$ cat src/rtl/mrw_pkg.sv
// Constants and types for the master reset and watchdog supervisor
package mrw_pkg;
  localparam int unsigned MRW_CLK_HZ = 125000000;
  localparam int unsigned MRW_TICK_HZ = 1008000;
  localparam int unsigned MRW_TICK_DIV = MRW_CLK_HZ / MRW_TICK_HZ;
  localparam int unsigned MRW_WDOG_S = 4;
  localparam int unsigned MRW_WDOG_TICKS = MRW_WDOG_S * MRW_TICK_HZ;
  localparam int unsigned MRW_EXT_MS = 100;
  localparam int unsigned MRW_EXT_TICKS = (MRW_EXT_MS * MRW_TICK_HZ + 999) / 1000;
  localparam int unsigned MRW_CNT_W = 24;
  localparam logic MRW_POWER_HOLD_RST = 1'b0;
  typedef enum logic [1:0] {MRW_RUN, MRW_PIN_HELD, MRW_EXTEND} mrw_state_type;
endpackage : mrw_pkg

$ cat src/rtl/mrw_tick_if.sv
// Interface carrying the 1.008 MHz tick between modules
`timescale 1ns/1ps
interface mrw_tick_if;
  logic tick;
  modport src (output tick);
  modport dst (input tick);
endinterface : mrw_tick_if

$ cat src/rtl/mrw_tick_gen.sv
// Divider producing the internal 1.008 MHz tick from the system clock
`timescale 1ns/1ps
module mrw_tick_gen
  import mrw_pkg::*;
#(
  parameter int unsigned DIV = MRW_TICK_DIV
)(
  input wire logic i_mclk,    // System clock
  input wire logic i_reset_n, // Async reset, active low
  mrw_tick_if.src tk          // Tick out
);
  logic [7:0] div_r;
  logic [7:0] div_nxt;

  // Refuse dividers that the 8-bit counter cannot serve
  if (DIV < 1 || DIV > 256)
  begin : g_div_chk
    $error("DIV out of range");
  end

  // Next divider value and tick
  always_comb
  begin
    tk.tick = (div_r == 8'(DIV - 1));
    div_nxt = tk.tick ? 8'h00 : div_r + 8'h01;
  end

  // Divider register
  always_ff @(posedge i_mclk or negedge i_reset_n)
  begin
    if (!i_reset_n)
      div_r <= 8'h00;
    else
      div_r <= div_nxt;
  end
endmodule : mrw_tick_gen

$ cat src/rtl/mrw_watchdog.sv
// Master reset and watchdog supervisor top
`timescale 1ns/1ps
module mrw_watchdog
  import mrw_pkg::*;
#(
  parameter int unsigned WDOG_TICKS = MRW_WDOG_TICKS,
  parameter int unsigned EXT_TICKS = MRW_EXT_TICKS,
  parameter int unsigned TICK_DIV = MRW_TICK_DIV
)(
  input wire logic i_mclk,                  // System clock 125 MHz
  input wire logic i_reset_n,               // Power-on reset, active low
  input wire logic i_master_reset_in_n,     // Master reset pin, active low
  input wire logic i_service_mode_pin,      // Service mode, high active
  input wire logic i_watchdog_kick_reg,     // Write strobe to kick register
  input wire logic i_power_hold_set,        // Power hold request from logic
  output logic o_external_reset_out_n,      // External reset, active low
  output logic o_internal_reset_n,          // Reset to all internal logic
  output logic o_mode_select_load,          // Reapply processor mode select
  output logic o_power_hold_out_n,          // Power hold, active low
  output logic o_watchdog_timeout           // Timeout pulse
);
  import mrw_pkg::*;

  // Refuse spans that do not fit the counters
  if (WDOG_TICKS < 2 || WDOG_TICKS >= (1 << MRW_CNT_W))
  begin : g_wdog_chk
    $error("WDOG_TICKS out of range");
  end
  if (EXT_TICKS < 1 || EXT_TICKS >= (1 << MRW_CNT_W))
  begin : g_ext_chk
    $error("EXT_TICKS out of range");
  end

  mrw_tick_if tk ();

  mrw_tick_gen #(.DIV(TICK_DIV)) u_tick (
    .i_mclk(i_mclk),
    .i_reset_n(i_reset_n),
    .tk(tk.src)
  );

  mrw_state_type state_r;
  mrw_state_type state_nxt;
  logic [MRW_CNT_W-1:0] wd_r;
  logic [MRW_CNT_W-1:0] wd_nxt;
  logic [MRW_CNT_W-1:0] ext_r;
  logic [MRW_CNT_W-1:0] ext_nxt;
  logic rst_out_r;
  logic rst_out_nxt;
  logic hold_r;
  logic hold_nxt;
  logic timeout;
  logic in_reset;

  // Overflow of the watchdog span
  // overflow detect
  assign timeout = (state_r == MRW_RUN) && tk.tick && (wd_r == MRW_CNT_W'(WDOG_TICKS - 1));
  assign o_watchdog_timeout = timeout;

  // Next state, counters and reset output
  always_comb
  begin
    state_nxt = state_r;
    wd_nxt = wd_r;
    ext_nxt = ext_r;
    rst_out_nxt = rst_out_r;
    case (state_r)
      MRW_RUN:
      begin
        if (!i_master_reset_in_n)
        begin
          state_nxt = MRW_PIN_HELD;
          wd_nxt = '0;
          rst_out_nxt = 1'b1;
        end
        else if (timeout)
        begin
          state_nxt = MRW_EXTEND;
          wd_nxt = '0;
          ext_nxt = '0;
          rst_out_nxt = 1'b1;
        end
        else if (i_service_mode_pin || i_watchdog_kick_reg)
          wd_nxt = '0;
        else if (tk.tick)
          wd_nxt = wd_r + 1'b1;
      end
      MRW_PIN_HELD:
      begin
        wd_nxt = '0;
        ext_nxt = '0;
        if (i_master_reset_in_n)
          state_nxt = MRW_EXTEND;
      end
      MRW_EXTEND:
      begin
        wd_nxt = '0;
        if (!i_master_reset_in_n)
          state_nxt = MRW_PIN_HELD;
        else if (tk.tick && ext_r == MRW_CNT_W'(EXT_TICKS - 1))
        begin
          state_nxt = MRW_RUN;
          rst_out_nxt = 1'b0;
        end
        else if (tk.tick)
          ext_nxt = ext_r + 1'b1;
      end
      default:
      begin
        state_nxt = MRW_RUN;
        rst_out_nxt = 1'b0;
      end
    endcase
  end

  // State registers
  always_ff @(posedge i_mclk or negedge i_reset_n)
  begin
    if (!i_reset_n)
    begin
      state_r <= MRW_EXTEND;
      wd_r <= '0;
      ext_r <= '0;
      rst_out_r <= 1'b1;
    end
    else
    begin
      state_r <= state_nxt;
      wd_r <= wd_nxt;
      ext_r <= ext_nxt;
      rst_out_r <= rst_out_nxt;
    end
  end

  // Reset outputs drop at once with the pin
  // asynchronous output drop
  assign in_reset = rst_out_r || !i_master_reset_in_n || !i_reset_n;
  assign o_external_reset_out_n = !in_reset;
  assign o_internal_reset_n = !in_reset;
  assign o_mode_select_load = in_reset;

  // Power hold ignores master reset, cleared only at power-on
  // power hold kept
  always_comb
  begin
    hold_nxt = hold_r | i_power_hold_set;
  end

  // Power hold register, cleared only at power-on
  always_ff @(posedge i_mclk or negedge i_reset_n)
  begin
    if (!i_reset_n)
      hold_r <= MRW_POWER_HOLD_RST;
    else
      hold_r <= hold_nxt;
  end
  assign o_power_hold_out_n = !hold_r;

  // Assertions
  a_timeout_resets: assert property (@(posedge i_mclk) disable iff (!i_reset_n)
    timeout |=> !o_external_reset_out_n) else $error("Timeout did not assert reset");
  a_pin_async_out: assert property (@(posedge i_mclk) disable iff (!i_reset_n)
    !i_master_reset_in_n |-> !o_external_reset_out_n) else $error("Pin low but output high");
  a_wd_bounded: assert property (@(posedge i_mclk) disable iff (!i_reset_n)
    wd_r < MRW_CNT_W'(WDOG_TICKS)) else $error("Watchdog count beyond span");
  a_ext_min_hold: assert property (@(posedge i_mclk) disable iff (!i_reset_n)
    $rose(o_external_reset_out_n) |-> state_r == MRW_RUN && $past(ext_r) == MRW_CNT_W'(EXT_TICKS - 1))
    else $error("Release before extension elapsed");
  a_hold_kept: assert property (@(posedge i_mclk) disable iff (!i_reset_n)
    timeout |=> $stable(o_power_hold_out_n) || !o_power_hold_out_n) else $error("Power hold dropped");
  a_service_mode_pin_clear: assert property (@(posedge i_mclk) disable iff (!i_reset_n)
    i_service_mode_pin && state_r == MRW_RUN && i_master_reset_in_n |=> wd_r == '0)
    else $error("Service mode did not clear counter");
  a_pin_clear: assert property (@(posedge i_mclk) disable iff (!i_reset_n)
    !i_master_reset_in_n |=> wd_r == '0) else $error("Pin low did not clear counter");
  a_kick_clear: assert property (@(posedge i_mclk) disable iff (!i_reset_n)
    i_watchdog_kick_reg |=> wd_r == '0) else $error("Kick did not clear counter");
  a_pin_extend: assert property (@(posedge i_mclk) disable iff (!i_reset_n)
    $rose(i_master_reset_in_n) |-> ##1 (state_r == MRW_EXTEND && ext_r == '0)) else $error("No extension after pin");
  a_mode_reload: assert property (@(posedge i_mclk) disable iff (!i_reset_n)
    !o_internal_reset_n |-> o_mode_select_load) else $error("Mode select not reapplied");

  // Counter is held cleared whenever the state is not MRW_RUN
  a_wd_held_clear: assert property (@(posedge i_mclk) disable iff (!i_reset_n)
    state_r != MRW_RUN |-> wd_r == '0) else $error("Counter not cleared during reset");
  // Counter advances by exactly one on each tick while running
  a_count_step: assert property (@(posedge i_mclk) disable iff (!i_reset_n)
    state_r == MRW_RUN && tk.tick && i_master_reset_in_n && !i_service_mode_pin
    && !i_watchdog_kick_reg && !timeout |=> wd_r == $past(wd_r) + MRW_CNT_W'(1))
    else $error("Counter did not advance on tick");
  // Counter holds its value between ticks
  a_count_hold: assert property (@(posedge i_mclk) disable iff (!i_reset_n)
    state_r == MRW_RUN && !tk.tick && i_master_reset_in_n && !i_service_mode_pin
    && !i_watchdog_kick_reg |=> wd_r == $past(wd_r)) else $error("Counter moved without tick");
  // Overflow is a single-cycle pulse
  a_timeout_once: assert property (@(posedge i_mclk) disable iff (!i_reset_n)
    timeout |=> !timeout) else $error("Timeout pulse longer than one cycle");
  // Release only on a tick at the end of the extension
  a_release_sync: assert property (@(posedge i_mclk) disable iff (!i_reset_n)
    $rose(o_external_reset_out_n) |-> $past(state_r) == MRW_EXTEND && $past(tk.tick))
    else $error("Release not synchronous to tick");
  // Power hold never drops once set
  a_hold_sticky: assert property (@(posedge i_mclk) disable iff (!i_reset_n)
    !o_power_hold_out_n |=> !o_power_hold_out_n) else $error("Power hold released");

  c_timeout: cover property (@(posedge i_mclk) disable iff (!i_reset_n) timeout);
  c_pin_reset: cover property (@(posedge i_mclk) disable iff (!i_reset_n) $rose(i_master_reset_in_n));
  c_release: cover property (@(posedge i_mclk) disable iff (!i_reset_n) $rose(o_external_reset_out_n));
  c_kick: cover property (@(posedge i_mclk) disable iff (!i_reset_n) i_watchdog_kick_reg && wd_r != '0);
  c_service: cover property (@(posedge i_mclk) disable iff (!i_reset_n) i_service_mode_pin && state_r == MRW_RUN);
endmodule : mrw_watchdog

$ cat config.mk
export PLATFORM = sky130hd
export DESIGN_NAME = mrw_watchdog
export DESIGN_NICKNAME = d
export VERILOG_FILES = /design/src/rtl/mrw_pkg.sv /design/src/rtl/mrw_tick_if.sv /design/src/rtl/mrw_tick_gen.sv /design/src/rtl/mrw_watchdog.sv
export SDC_FILE = /design/constraint.sdc
export NUM_CORES = 1
export LEC_CHECK = 0
export ABC_AREA = 1
export CORE_MARGIN = 1
export CORE_UTILIZATION = 25
export DETAILED_ROUTE_END_ITERATION = 10
export DONT_BUFFER_PORTS = 1
export PLACE_DENSITY = 0.37
export SYNTH_ARGS = -nofsm -noshare
export SYNTH_HDL_FRONTEND = slang
export SYNTH_HIERARCHICAL = 1
export SYNTH_SLANG_ARGS = --single-unit
$ cat constraint.sdc
create_clock -name i_mclk -period 6.4 [get_ports i_mclk]
set_clock_uncertainty 0.15 [all_clocks]
set_input_delay 0.64 -clock i_mclk [delete_from_list [all_inputs] [get_ports i_mclk]]
set_output_delay 0.64 -clock i_mclk [all_outputs]
set_load 0.05 [all_outputs]
---- Yosys cells after proc, flatten, opt, wreduce, memory -nomap -nowiden ----
Cells that the tools add are included.
storage, ports and cells
  bits in registers ....................... 60
  input port bits ......................... 6
  output and inout bits ................... 5
  logic and storage cells ................. 67
cells by class
  add/subtract/negate cells ............... 3
  equality and inequality tests ........... 15
  multiplexer cells ....................... 23
  bitwise logic cells ..................... 2
  reduce and logical (&&, ||, !) cells .... 18
operators by type and width
  kind                     number
  $mux W24                 9
  $pmux W24 S3             1
  $add A24 B1 Y24 const B  2
  $pmux W24 S2             1
  $eq A24 B17 Y1 const B   1
  $eq A24 B22 Y1 const B   1
  $ne A2 B2 Y1 const B     7
  $mux W2                  5
  $add A8 B1 Y8 const B    1
  $eq A8 B7 Y1 const B     1
  $mux W8                  1
  $ne A3 B3 Y1 const B     2
  $pmux W2 S3              1
  $reduce_and A6 Y1        1
  $ne A5 B4 Y1 const B     1
  $logic_not A1 Y1         4
  $mux W1                  4
  $reduce_and A4 Y1        1
  $logic_and A1 B1 Y1      3
  $logic_or A1 B1 Y1       3
  $pmux W1 S3              1
  $reduce_and A3 Y1        1
  $reduce_bool A3 Y1       1
  $eq A2 B1 Y1 const B     1
  7 further kinds          7

---- Logic depth before layout (Yosys ltp) ----
Gate-level depths: netlist (run 1).
  word-level depth ........................ 6
  gate-level depth with buffers ........... 15
  gate-level depth less buffers ........... 15

---- By module ----
The synthesis (run 1) kept the hierarchy.
modules (own cells, without submodules)
  module        instances  cells an instance  area each (sq um)  sequential area each (sq um)
  mrw_watchdog  1          567                3728.6             1303.8
  mrw_tick_gen  1          53                 415.4              200.2

---- Worst setup path before layout (run 1) ----
No wires, ideal clock.
  path kind ............................... input-to-output
  start ................................... input i_reset_n
  end ..................................... output o_mode_select_load
  data arrival time ....................... 1.855 ns
  required time ........................... 5.610 ns
  slack ................................... 3.755 ns
  cell stages on the path ................. 3
  path buffers ............................ 0
  cells stage by stage .................... nand2_1 nor2_1 inv_1
between the ends
  word-level cells in the longest chain between the ends .. 2
ends and longest elaborated chain
  what                        RTL line             RTL
  from (decl)                 mrw_watchdog.sv:11   input wire logic i_reset_n,
  $logic_not A1 Y1 (no line)  n/a
  $logic_or A1 B1 Y1          mrw_watchdog.sv:137  assign in_reset = rst_out_r || !i_master_reset_in_n || !i_reset_n;
  to (decl)                   mrw_watchdog.sv:18   output logic o_mode_select_load,
Every way passes these cells.

---- Worst setup path after layout (run 1) ----
  start ................................... register u_tick.div_r[0]
  end ..................................... output o_watchdog_timeout
between the ends
  word-level cells in the longest chain between the ends .. 3
ends and longest elaborated chain
  what                               RTL line            RTL
  from (decl)                        mrw_tick_gen.sv:12  logic [7:0] div_r;
  from (signal assigned)             mrw_tick_gen.sv:34  div_r <= div_nxt;
  $eq A8 B7 Y1                       mrw_tick_gen.sv:24  tk.tick = (div_r == 8'(DIV - 1));
  net tk.tick                        mrw_tick_if.sv:4    logic tick;
  $logic_and A1 B1 Y1 (2 in series)  mrw_watchdog.sv:57  assign timeout = (state_r == MRW_RUN) && tk.tick && (wd_r == MRW_CNT_W'(WDOG_TICKS - 1));
  to (decl)                          mrw_watchdog.sv:20  output logic o_watchdog_timeout
The timed path passes the listed nets, and every way through them passes these cells.

==> results of run 1 <==
[cells in the mapped netlist (all sizes together) (4+ instances only)]
cell / instances
ha: 8
xnor2: 4
nand4: 10
dfrtp: 58
nor3: 8
nand3: 57
inv: 77
a21oi: 9
buf: 7
o21ai: 20
nand2: 209
nor2: 126
xor2: 11
[how the worst min path moves through the flow]
stage                 endpoint  slack [ns]  cells past startpoint
3_5_place_dp         ext_r[21]        0.20                      0
2_1_floorplan         ext_r[0]        0.19                      0
4_1_cts        u_tick/div_r[4]        0.03                      1
3_3_place_gp         ext_r[21]        0.20                      0
6_report             ext_r[18]        0.03                      1
5_1_grt              ext_r[18]        0.05                      1
[cell type report]
cell class	count	area, µm²
Clock buffer	11	243
Sequential cell	60	1500
Tap cell	216	270
Fill cell	1764	11400
Inverter	77	289
Clock inverter	5	75.1
Multi-Input combinational cell	474	2280
Timing Repair Buffer	1	27.5
[worst register-to-register path: stages, from the launching register on]
cell and delay (ns):
dfrtp_1 0.38, ha_1 0.22, nand2_1 0.07, nor2_1 0.11
nand2_2 0.08, inv_2 0.19, inv_1 0.10, nor2_1 0.09
nand3b_1 0.09, nor2_1 0.16, nand2_2 0.11, a21boi_4 0.47
nand2_4 0.37, nand2_1 0.16, nand2_1 0.06
[kinds of logic (layout without fill, tap and decap cells)]
family	Yosys count	count (layout)	share of synthesized area, %
and+or+nand+nor	417	417	44.6
buffers and inverters	86	94	8.85
DFF	60	60	36.3
AOI/OAI and AO/OA	34	34	4.65
xor gates and xnor gates	15	15	3.17
adders and majority gates	8	8	2.42
[stage by stage]
step           hold slack [ns]  setup WS, ns  total power (W)
3_3_place_gp             0.198          3.47         0.000729
5_1_grt                 0.0521          3.07          0.00133
6_report                0.0297          3.31          0.00126
4_1_cts                 0.0316          3.22          0.00129
3_5_place_dp             0.200          3.42         0.000728
2_1_floorplan            0.194          3.76         0.000690
[state kept, by name (all words and copies together), names as in the netlist]
name / cells
state_r: 2
u_tick/div_r: 8
rst_out_r: 1
hold_r: 1
wd_r: 24
ext_r: 24
[report_power, final]
group	internal [W]	switching, W
logic	0.0000681	0.000234
registers	0.000401	0.0000215
clock network	0.000349	0.000182
total	0.000818	0.000437
[placed cells by master, fill, tap and decap left out]
cell type    n
nand2_1    175
nor2_1     117
inv_1       70
dfrtp_1     58
nand3_1     56
nand2_2     30
o21ai_0     19
xor2_1      11
nand4_1     10
a21oi_1      9
clkbuf_16    9
nor3_1       8
ha_1         8
inv_2        7
nor2_4       5
nand2_4      4
nor2_2       4
xnor2_1      4
nand3b_1     3
o21bai_1     3
clkinv_2     3
bufinv_16    2
dfstp_2      2
or2_2        1
a21boi_4     1
nand3_2      1
nor4_1       1
nor3b_1      1
o22ai_1      1
and2_1       1
clkbuf_8     1
clkbuf_1     1
buf_16       1
o21ai_1      1
[per-layer routing]
layer	GRT usage [%]	wire (µm)
met1	17.3	5020
met2	24.7	5370
met3	3.38	346
met4	4.94	157
met5	0	0
[repair_timing]
item,CTS,global route
hold buffers,1,0
buffers inserted,0,0
hold endpoints to repair,60,0
==> flow_summary.yaml, run 1 <==
status:
  status: "complete, no violations"
sta:
  slew_viol_final: 0
  tns_ns: 0
  relSlewSlack_pct: 22.4
  hold_viol: 0
  tightest_slew_ns: 1.16
  min_period_ns: 3.09
  setup_viol: 0
  rsz0062_at_grt: "false"
  fmax_ghz: 0.323
  fin_crit_sh_pct: 48.3
clock_tree:
  cts_buffer_depth: 2
  cts_tree: "built"
  clk_pin_slew_ns: 0.06
  cts_resized: 0
  h-tree-depth: 3
  cts_root_buf: "clkbuf_16"
  cts_buffers: 9
  clkLatencyLatePin_ns: 0.34
  clock_sinks: 60
power_and_ir_drop:
  leakage_nw: 2.10
  max-vdd-ir-drop_mv: 0.131
  powerDensity_nw_per_um2: 268
route:
  antenna_left: 0
  wl_per_cell_um: 12.9
  drt_wl_total_um: 10900
  num_vias: 3658
  avgViaCountPerCell: 4.33
  drc: 0
  drtIter0Drc: 182
  first_pass_iters: 6
yosys:
  synth_edf_count: 0
  postSynthAreaPerCell_um2: 6.68
  synth_nets: 634
  synth_top_area_share_pct: 35.0
  syn_area_um2: 4140
  yosysSeqAreaShare_pct: 36.3
  yosysUniqueCellTypes: 32
  async_flop_share_pct: 100
  syn_inst: 620
  yosys_warnings: 6
  synthTopCellsByArea: "dfrtp_1 35%, nand2_1 16%, nor2_1 11%"
  yosysTopAreaCell: "dfrtp_1"
  ys_seq_elements: 60
  ys.flop_type: "dfrtp_1"
setup_path:
  cp-end-kind: "output pin"
  path_depth: 11
  crit_buf_inv: 3
  r2r_cells: 14
  arrival_ns: 2.30
  cpLargestDelayFamily: "simple AND/OR/NAND/NOR gates"
  worst_path_max_delay_cell: "dfrtp_1"
  start_kind: "register"
  path_common_cell: "nor2_1"
  startpoint: "u_tick/div_r[0]"
  r2r_end: "ext_r[20]"
  cp_max_fo: 9
  r2r-start: "u_tick/div_r[0]"
  max_stage_delay_ns: 0.38
  cp-endpoint: "o_watchdog_timeout"
  r2r_setup_slack_ns: 3.46
  worstPathRequired_ns: 5.61
  cp_cell_sequence: "ha_1 -> nand2_1 -> nor2_1 -> nand2_2 -> inv_2 -> inv_1 -> nor2_1 -> nand3b_1 -> nor2_1 -> nand3_1 -> inv_1"
  critPathKind: "reg -> out"
global_route:
  grt_pass1_vias: 3595
  antenna_found_initial: 0
  grt.overflow.total: 0
  grt_pass1_wl_um: 18400
  grt_start_max_net_pins: 61
  track_usage_pct: 14.3
floorplanning:
  rows: 46
  coreArea_um2: 16100
  num_io_pins: 11
  die_y_um: 131
  die_area_um2: 17100
  die_x_um: 131
  start_util_pct: 25.8
placement:
  place.gp.congestion: 0.844
  port-buffer-count: 0
  dp_cells: 827
  dp_hpwl_um: 7780
  place_area_um2: 4340
finish:
  final_area_um2: 4680
  n_antenna_cell: 0
  final_cells: 844
  fin_util_pct: 29.2
  layout.nets: 637
  synthToLayoutAreaGrowth_pct: 13.0
  drive_gt1_share_pct: 11.3
min_path:
  hold_class: "in -> async"
job:
  drv_cap: 0
Note: power is estimated with default switching activity, not from simulation.
==> inputs of run 2 (changes only) <==
==> constraint.sdc (replaced) <==
create_clock -name i_mclk -period 3.2 [get_ports i_mclk]
set_clock_uncertainty 0.15 [all_clocks]
set_input_delay 0.32 -clock i_mclk [delete_from_list [all_inputs] [get_ports i_mclk]]
set_output_delay 0.32 -clock i_mclk [all_outputs]
set_load 0.05 [all_outputs]
==> flow_summary.yaml, run 2 (synthesis results as in run 1) <==
setup_path:
  cp_cell_sequence: "ha_1 -> nand2_1 -> nor2_1 -> nand2_2 -> inv_2 -> inv_1 -> nor2_1 -> nand3b_1 -> nor2_1 -> nand3_1 -> inv_1"
  path_common_cell: "nor2_1"
  worstPathRequired_ns: 2.73
  cp-end-kind: "output pin"
  cp_max_fo: 9
  arrival_ns: 2.19
  worst_path_max_delay_cell: "inv_1"
  start_kind: "register"
  max_stage_delay_ns: 0.38
  critPathKind: "reg -> out"
global_route:
  track_usage_pct: 14.9
  grt_pass1_wl_um: 19200
  grt.overflow.total: 0
  antenna_found_initial: 0
  grt_start_max_net_pins: 61
  grt_pass1_vias: 3786
finish:
  layout_commonest_cell: "nand2_1"
  drive_gt1_share_pct: 11.5
  synthToLayoutAreaGrowth_pct: 13.3
  fillerInstances: 1778
  layout.nets: 642
  n_antenna_cell: 0
  final_cell_mix: "175 x nand2_1, 117 x nor2_1, 70 x inv_1"
  top_regs: "ext_r: 24 flops, wd_r: 24 flops, u_tick/div_r: 8 flops"
floorplanning:
  die_x_um: 131
  die_area_um2: 17100
  coreArea_um2: 16100
  num_io_pins: 11
  rows: 46
  die_y_um: 131
  start_util_pct: 25.8
sta:
  setup_viol: 0
  hold_viol: 0
  fmax_ghz: 0.376
  tightest_slew_ns: 0.645
  whs_ns: 0.0971
  relSlewSlack_pct: 56.6
  setup_slack_ns: 0.538
  min_period_ns: 2.66
  tns_ns: 0
  slew_viol_final: 0
  fin_crit_sh_pct: 83.2
  rsz0062_at_grt: "false"
status:
  status: "complete, no violations"
power_and_ir_drop:
  p_int_w: 0.00154
  p_switching_w: 0.000886
  pwr-share-clk_pct: 39.2
  max-vdd-ir-drop_mv: 0.280
  pwr-share-comb_pct: 26.1
  powerDensity_nw_per_um2: 518
  switching_share_pct: 36.5
  leakage_nw: 2.11
  seqPwrFrac_pct: 34.8
placement:
  dp_hpwl_um: 8000
  place_ws_ns: 0.560
  place.gp.congestion: 0.820
  port-buffer-count: 0
clock_tree:
  clkLatencyLatePin_ns: 0.34
  post_cts_buffers: 0
  cts_buffer_depth: 2
  cts_resized: 0
  cts_buffers: 9
  cts_tree: "built"
  cts_root_buf: "clkbuf_16"
  h-tree-depth: 3
  clk_pin_slew_ns: 0.05
  clock_sinks: 60
  cts_hold_buffers: 3
route:
  drt_wl_total_um: 11400
  num_vias: 3774
  first_pass_iters: 4
  wl_per_cell_um: 13.4
  antenna_left: 0
  drtIter0Drc: 177
  drc: 0
  avgViaCountPerCell: 4.45
job:
  drv_cap: 0
min_path:
  hold_class: "in -> reg"
run 2: cell types whose count changed in the layout (fill, tap and decap cells not counted), sizes merged:
cell | previous run | this run
bufinv | 2 | 0
buf | 1 | 4
clkbuf | 11 | 14
clkinv | 3 | 2
dlygate4sd3 | 0 | 2
run 2: layout make-up:
cell class	count	area [µm²]	share of cell area, %
Clock buffer	14	274	5.84
Clock inverter	2	10.0	0.213
Inverter	77	289	6.16
Multi-Input combinational cell	474	2280	48.5
Sequential cell	60	1500	32.0
Tap cell	216	270	5.76
Timing Repair Buffer	6	70.1	1.49
run 2: critical path: cells and delay by family, from the launching register on:
family / cells / cell delay [ns]
adders and majority gates: 1 / 0.21
and+or+nand+nor: 7 / 0.66
buffers and inverters: 3 / 0.62
DFF: 1 / 0.36
run 2: worst paths after layout:
check,start,to,slack [ns],depth (start not counted)
max in group asynchronous,i_reset_n,rst_out_r,2.14,2
min in group asynchronous,i_reset_n,ext_r[12],0.38,2
worst max register to register,state_r[1],wd_r[22],0.54,11
worst min-delay path,i_master_reset_in_n,state_r[1],0.1,3
worst min register to register,hold_r,hold_r,0.31,1
worst max-delay path,u_tick/div_r[0],o_watchdog_timeout,0.54,11
run 2: per-layer routing:
| layer | GRT usage [%] | routed length, µm |
|---|---|---|
| met2 | 26.3 | 5730 |
| met4 | 5.54 | 208 |
| met5 | 0 | 0 |
| met1 | 17.4 | 5100 |
| met3 | 3.62 | 327 |
run 2: power by group through the flow:
| stage | registers, W | logic (W) | clock network [W] |
|---|---|---|---|
| 6_report | 0.000845 | 0.000633 | 0.000951 |
| 5_1_grt | 0.000852 | 0.000724 | 0.00102 |
| 4_1_cts | 0.000845 | 0.000648 | 0.000988 |
| 3_5_place_dp | 0.000859 | 0.000623 | 0 |
| 3_3_place_gp | 0.000857 | 0.000622 | 0 |
| 2_1_floorplan | 0.000845 | 0.000535 | 0 |
run 2: metrics by stage:
step           area [µm²]  std cells  total power, W  util [%]
3_3_place_gp         4360        830         0.00148      27.2
4_1_cts              4690        849         0.00248      29.2
2_1_floorplan        4140        620         0.00138         -
3_5_place_dp         4360        830         0.00148      27.2
5_1_grt              4690        849         0.00259      29.2
6_report             4690        849         0.00243      29.2
==> inputs of run 3 (changes only) <==
--- a/config.mk
+++ b/config.mk
@@ -10,7 +10,7 @@
 export CORE_UTILIZATION = 25
 export DETAILED_ROUTE_END_ITERATION = 10
 export DONT_BUFFER_PORTS = 1
-export PLACE_DENSITY = 0.37
+export PLACE_DENSITY = 0.39
 export SYNTH_ARGS = -nofsm -noshare
 export SYNTH_HDL_FRONTEND = slang
 export SYNTH_HIERARCHICAL = 1
==> constraint.sdc (replaced) <==
create_clock -name i_mclk -period 2.3 [get_ports i_mclk]
set_clock_uncertainty 0.15 [all_clocks]
set_input_delay 0.23 -clock i_mclk [delete_from_list [all_inputs] [get_ports i_mclk]]
set_output_delay 0.23 -clock i_mclk [all_outputs]
set_load 0.05 [all_outputs]
==> flow_summary.yaml, run 3 (synthesis results as in run 1) <==
sta:
  rsz0062_at_grt: "true"
  fmax_ghz: 0.432
  relSlewSlack_pct: 65.8
  hold_viol: 0
  setup_viol: 1
  setup_slack_ns: -0.0171
  fin_crit_sh_pct: 101
  whs_ns: 0.0314
  min_period_ns: 2.32
  slew_viol_final: 0
  tightest_slew_ns: 0.510
clock_tree:
  clk_pin_slew_ns: 0.06
  clkLatencyLatePin_ns: 0.34
  cts_tree: "built"
  h-tree-depth: 3
  cts_root_buf: "clkbuf_16"
  cts_buffers: 9
  cts_buffer_depth: 2
  clock_sinks: 60
power_and_ir_drop:
  finalPower_w: 0.00392
  max-vdd-ir-drop_mv: 0.349
  powerDensity_nw_per_um2: 769
  leakage_nw: 2.30
setup_path:
  arrival_ns: 1.94
  cp_cell_sequence: "ha_2 -> nand2_1 -> nor2_1 -> nand2_2 -> inv_2 -> inv_2 -> nor2_2 -> nand3b_1 -> nor2_1 -> nand3_1 -> buf_6 -> inv_4 -> buf_12"
  start_kind: "register"
  critPathKind: "reg -> out"
  cp_max_fo: 2
  worstPathRequired_ns: 1.92
  cp-end-kind: "output pin"
  worst_path_max_delay_cell: "dfrtp_1"
  cpLargestDelayFamily: "simple AND/OR/NAND/NOR gates"
  crit_buf_inv: 5
  max_stage_delay_ns: 0.35
route:
  antenna_left: 0
  first_pass_iters: 4
  num_vias: 3875
  drc: 0
  avgViaCountPerCell: 4.39
  drtIter0Drc: 187
  wl_per_cell_um: 12.9
  drt_wl_total_um: 11300
floorplanning:
  coreArea_um2: 16100
  start_util_pct: 25.8
  die_area_um2: 17100
  num_io_pins: 11
  die_y_um: 131
  rows: 46
  die_x_um: 131
finish:
  layout_commonest_cell: "nand2_1"
  fin_util_pct: 31.8
  drive_gt1_share_pct: 17.6
  final_cell_mix: "174 x nand2_1, 113 x nor2_1, 68 x inv_1"
  n_antenna_cell: 0
  top_regs: "ext_r: 24 flops, wd_r: 24 flops, u_tick/div_r: 8 flops"
  synthToLayoutAreaGrowth_pct: 23.0
  layout.nets: 675
  fillerInstances: 1783
global_route:
  grt_pass1_wl_um: 18700
  grt.overflow.total: 0
  track_usage_pct: 14.6
  antenna_found_initial: 0
  grt_start_max_net_pins: 61
  grt_pass1_vias: 3743
job:
  drv_cap: 0
placement:
  port-buffer-count: 0
  dp_hpwl_um: 8420
  place.gp.congestion: 0.819
min_path:
  hold_class: "in -> reg"
status:
  status: "finished with violations"
  violations: "negative setup slack"
run 3: final timing paths:
path	startpoint	end	slack, ns	cells after the start
worst max-delay path	u_tick/div_r[0]	o_watchdog_timeout	-0.02	13
worst min-delay path	i_master_reset_in_n	state_r[1]	0.03	3
worst max register to register	state_r[1]	ext_r[22]	0.13	11
worst min register to register	hold_r	hold_r	0.31	1
max in group asynchronous	i_reset_n	state_r[1]	1.37	2
min in group asynchronous	i_reset_n	ext_r[19]	0.31	2
run 3: cell type report:
cell class	count	area [µm²]	share of cell area, %
Clock inverter	3	67.6	1.33
Tap cell	216	270	5.30
Sequential cell	60	1500	29.5
Timing Repair Buffer	39	370	7.26
Inverter	77	294	5.77
Clock buffer	13	270	5.30
Multi-Input combinational cell	474	2320	45.5
run 3: per-layer routing:
| metal | GRT usage (%) | vias to the layer above | routed length, µm |
|---|---|---|---|
| li1 | - | 2005 | - |
| met1 | 17.4 | 1809 | 5200 |
| met2 | 25.4 | 44 | 5670 |
| met3 | 3.79 | 17 | 283 |
| met4 | 4.73 | 0 | 183 |
| met5 | 0 | - | 0 |
run 3: worst min-delay path: cells and delay by family:
kind	cells	cell delay, ns
simple gates	3	0.28
run 3: metrics by stage:
stage | TNS [ns] | setup slack, ns | instance area, µm² | std cells
3_5_place_dp | -0.209 | -0.0672 | 4620 | 860
2_1_floorplan | 0 | 0.112 | 4140 | 620
4_1_cts | -0.0409 | -0.0409 | 5040 | 881
3_3_place_gp | -0.139 | -0.0621 | 4620 | 860
6_report | -0.0171 | -0.0171 | 5100 | 882
5_1_grt | -0.744 | -0.214 | 5100 | 882
run 3: power by group:
part           switching, W  internal (W)
registers         0.0000374       0.00112
logic              0.000771      0.000451
clock network      0.000508       0.00104
total               0.00132       0.00260
run 3: what timing repair did:
action | CTS | global route
buffers inserted | 2 | 1
endpoints found under the setup margin | 8 | 39
pin swaps | 1 | 6
resized for setup | 5 | 17
hold endpoints to repair | 61 | 0
hold buffers | 3 | 0
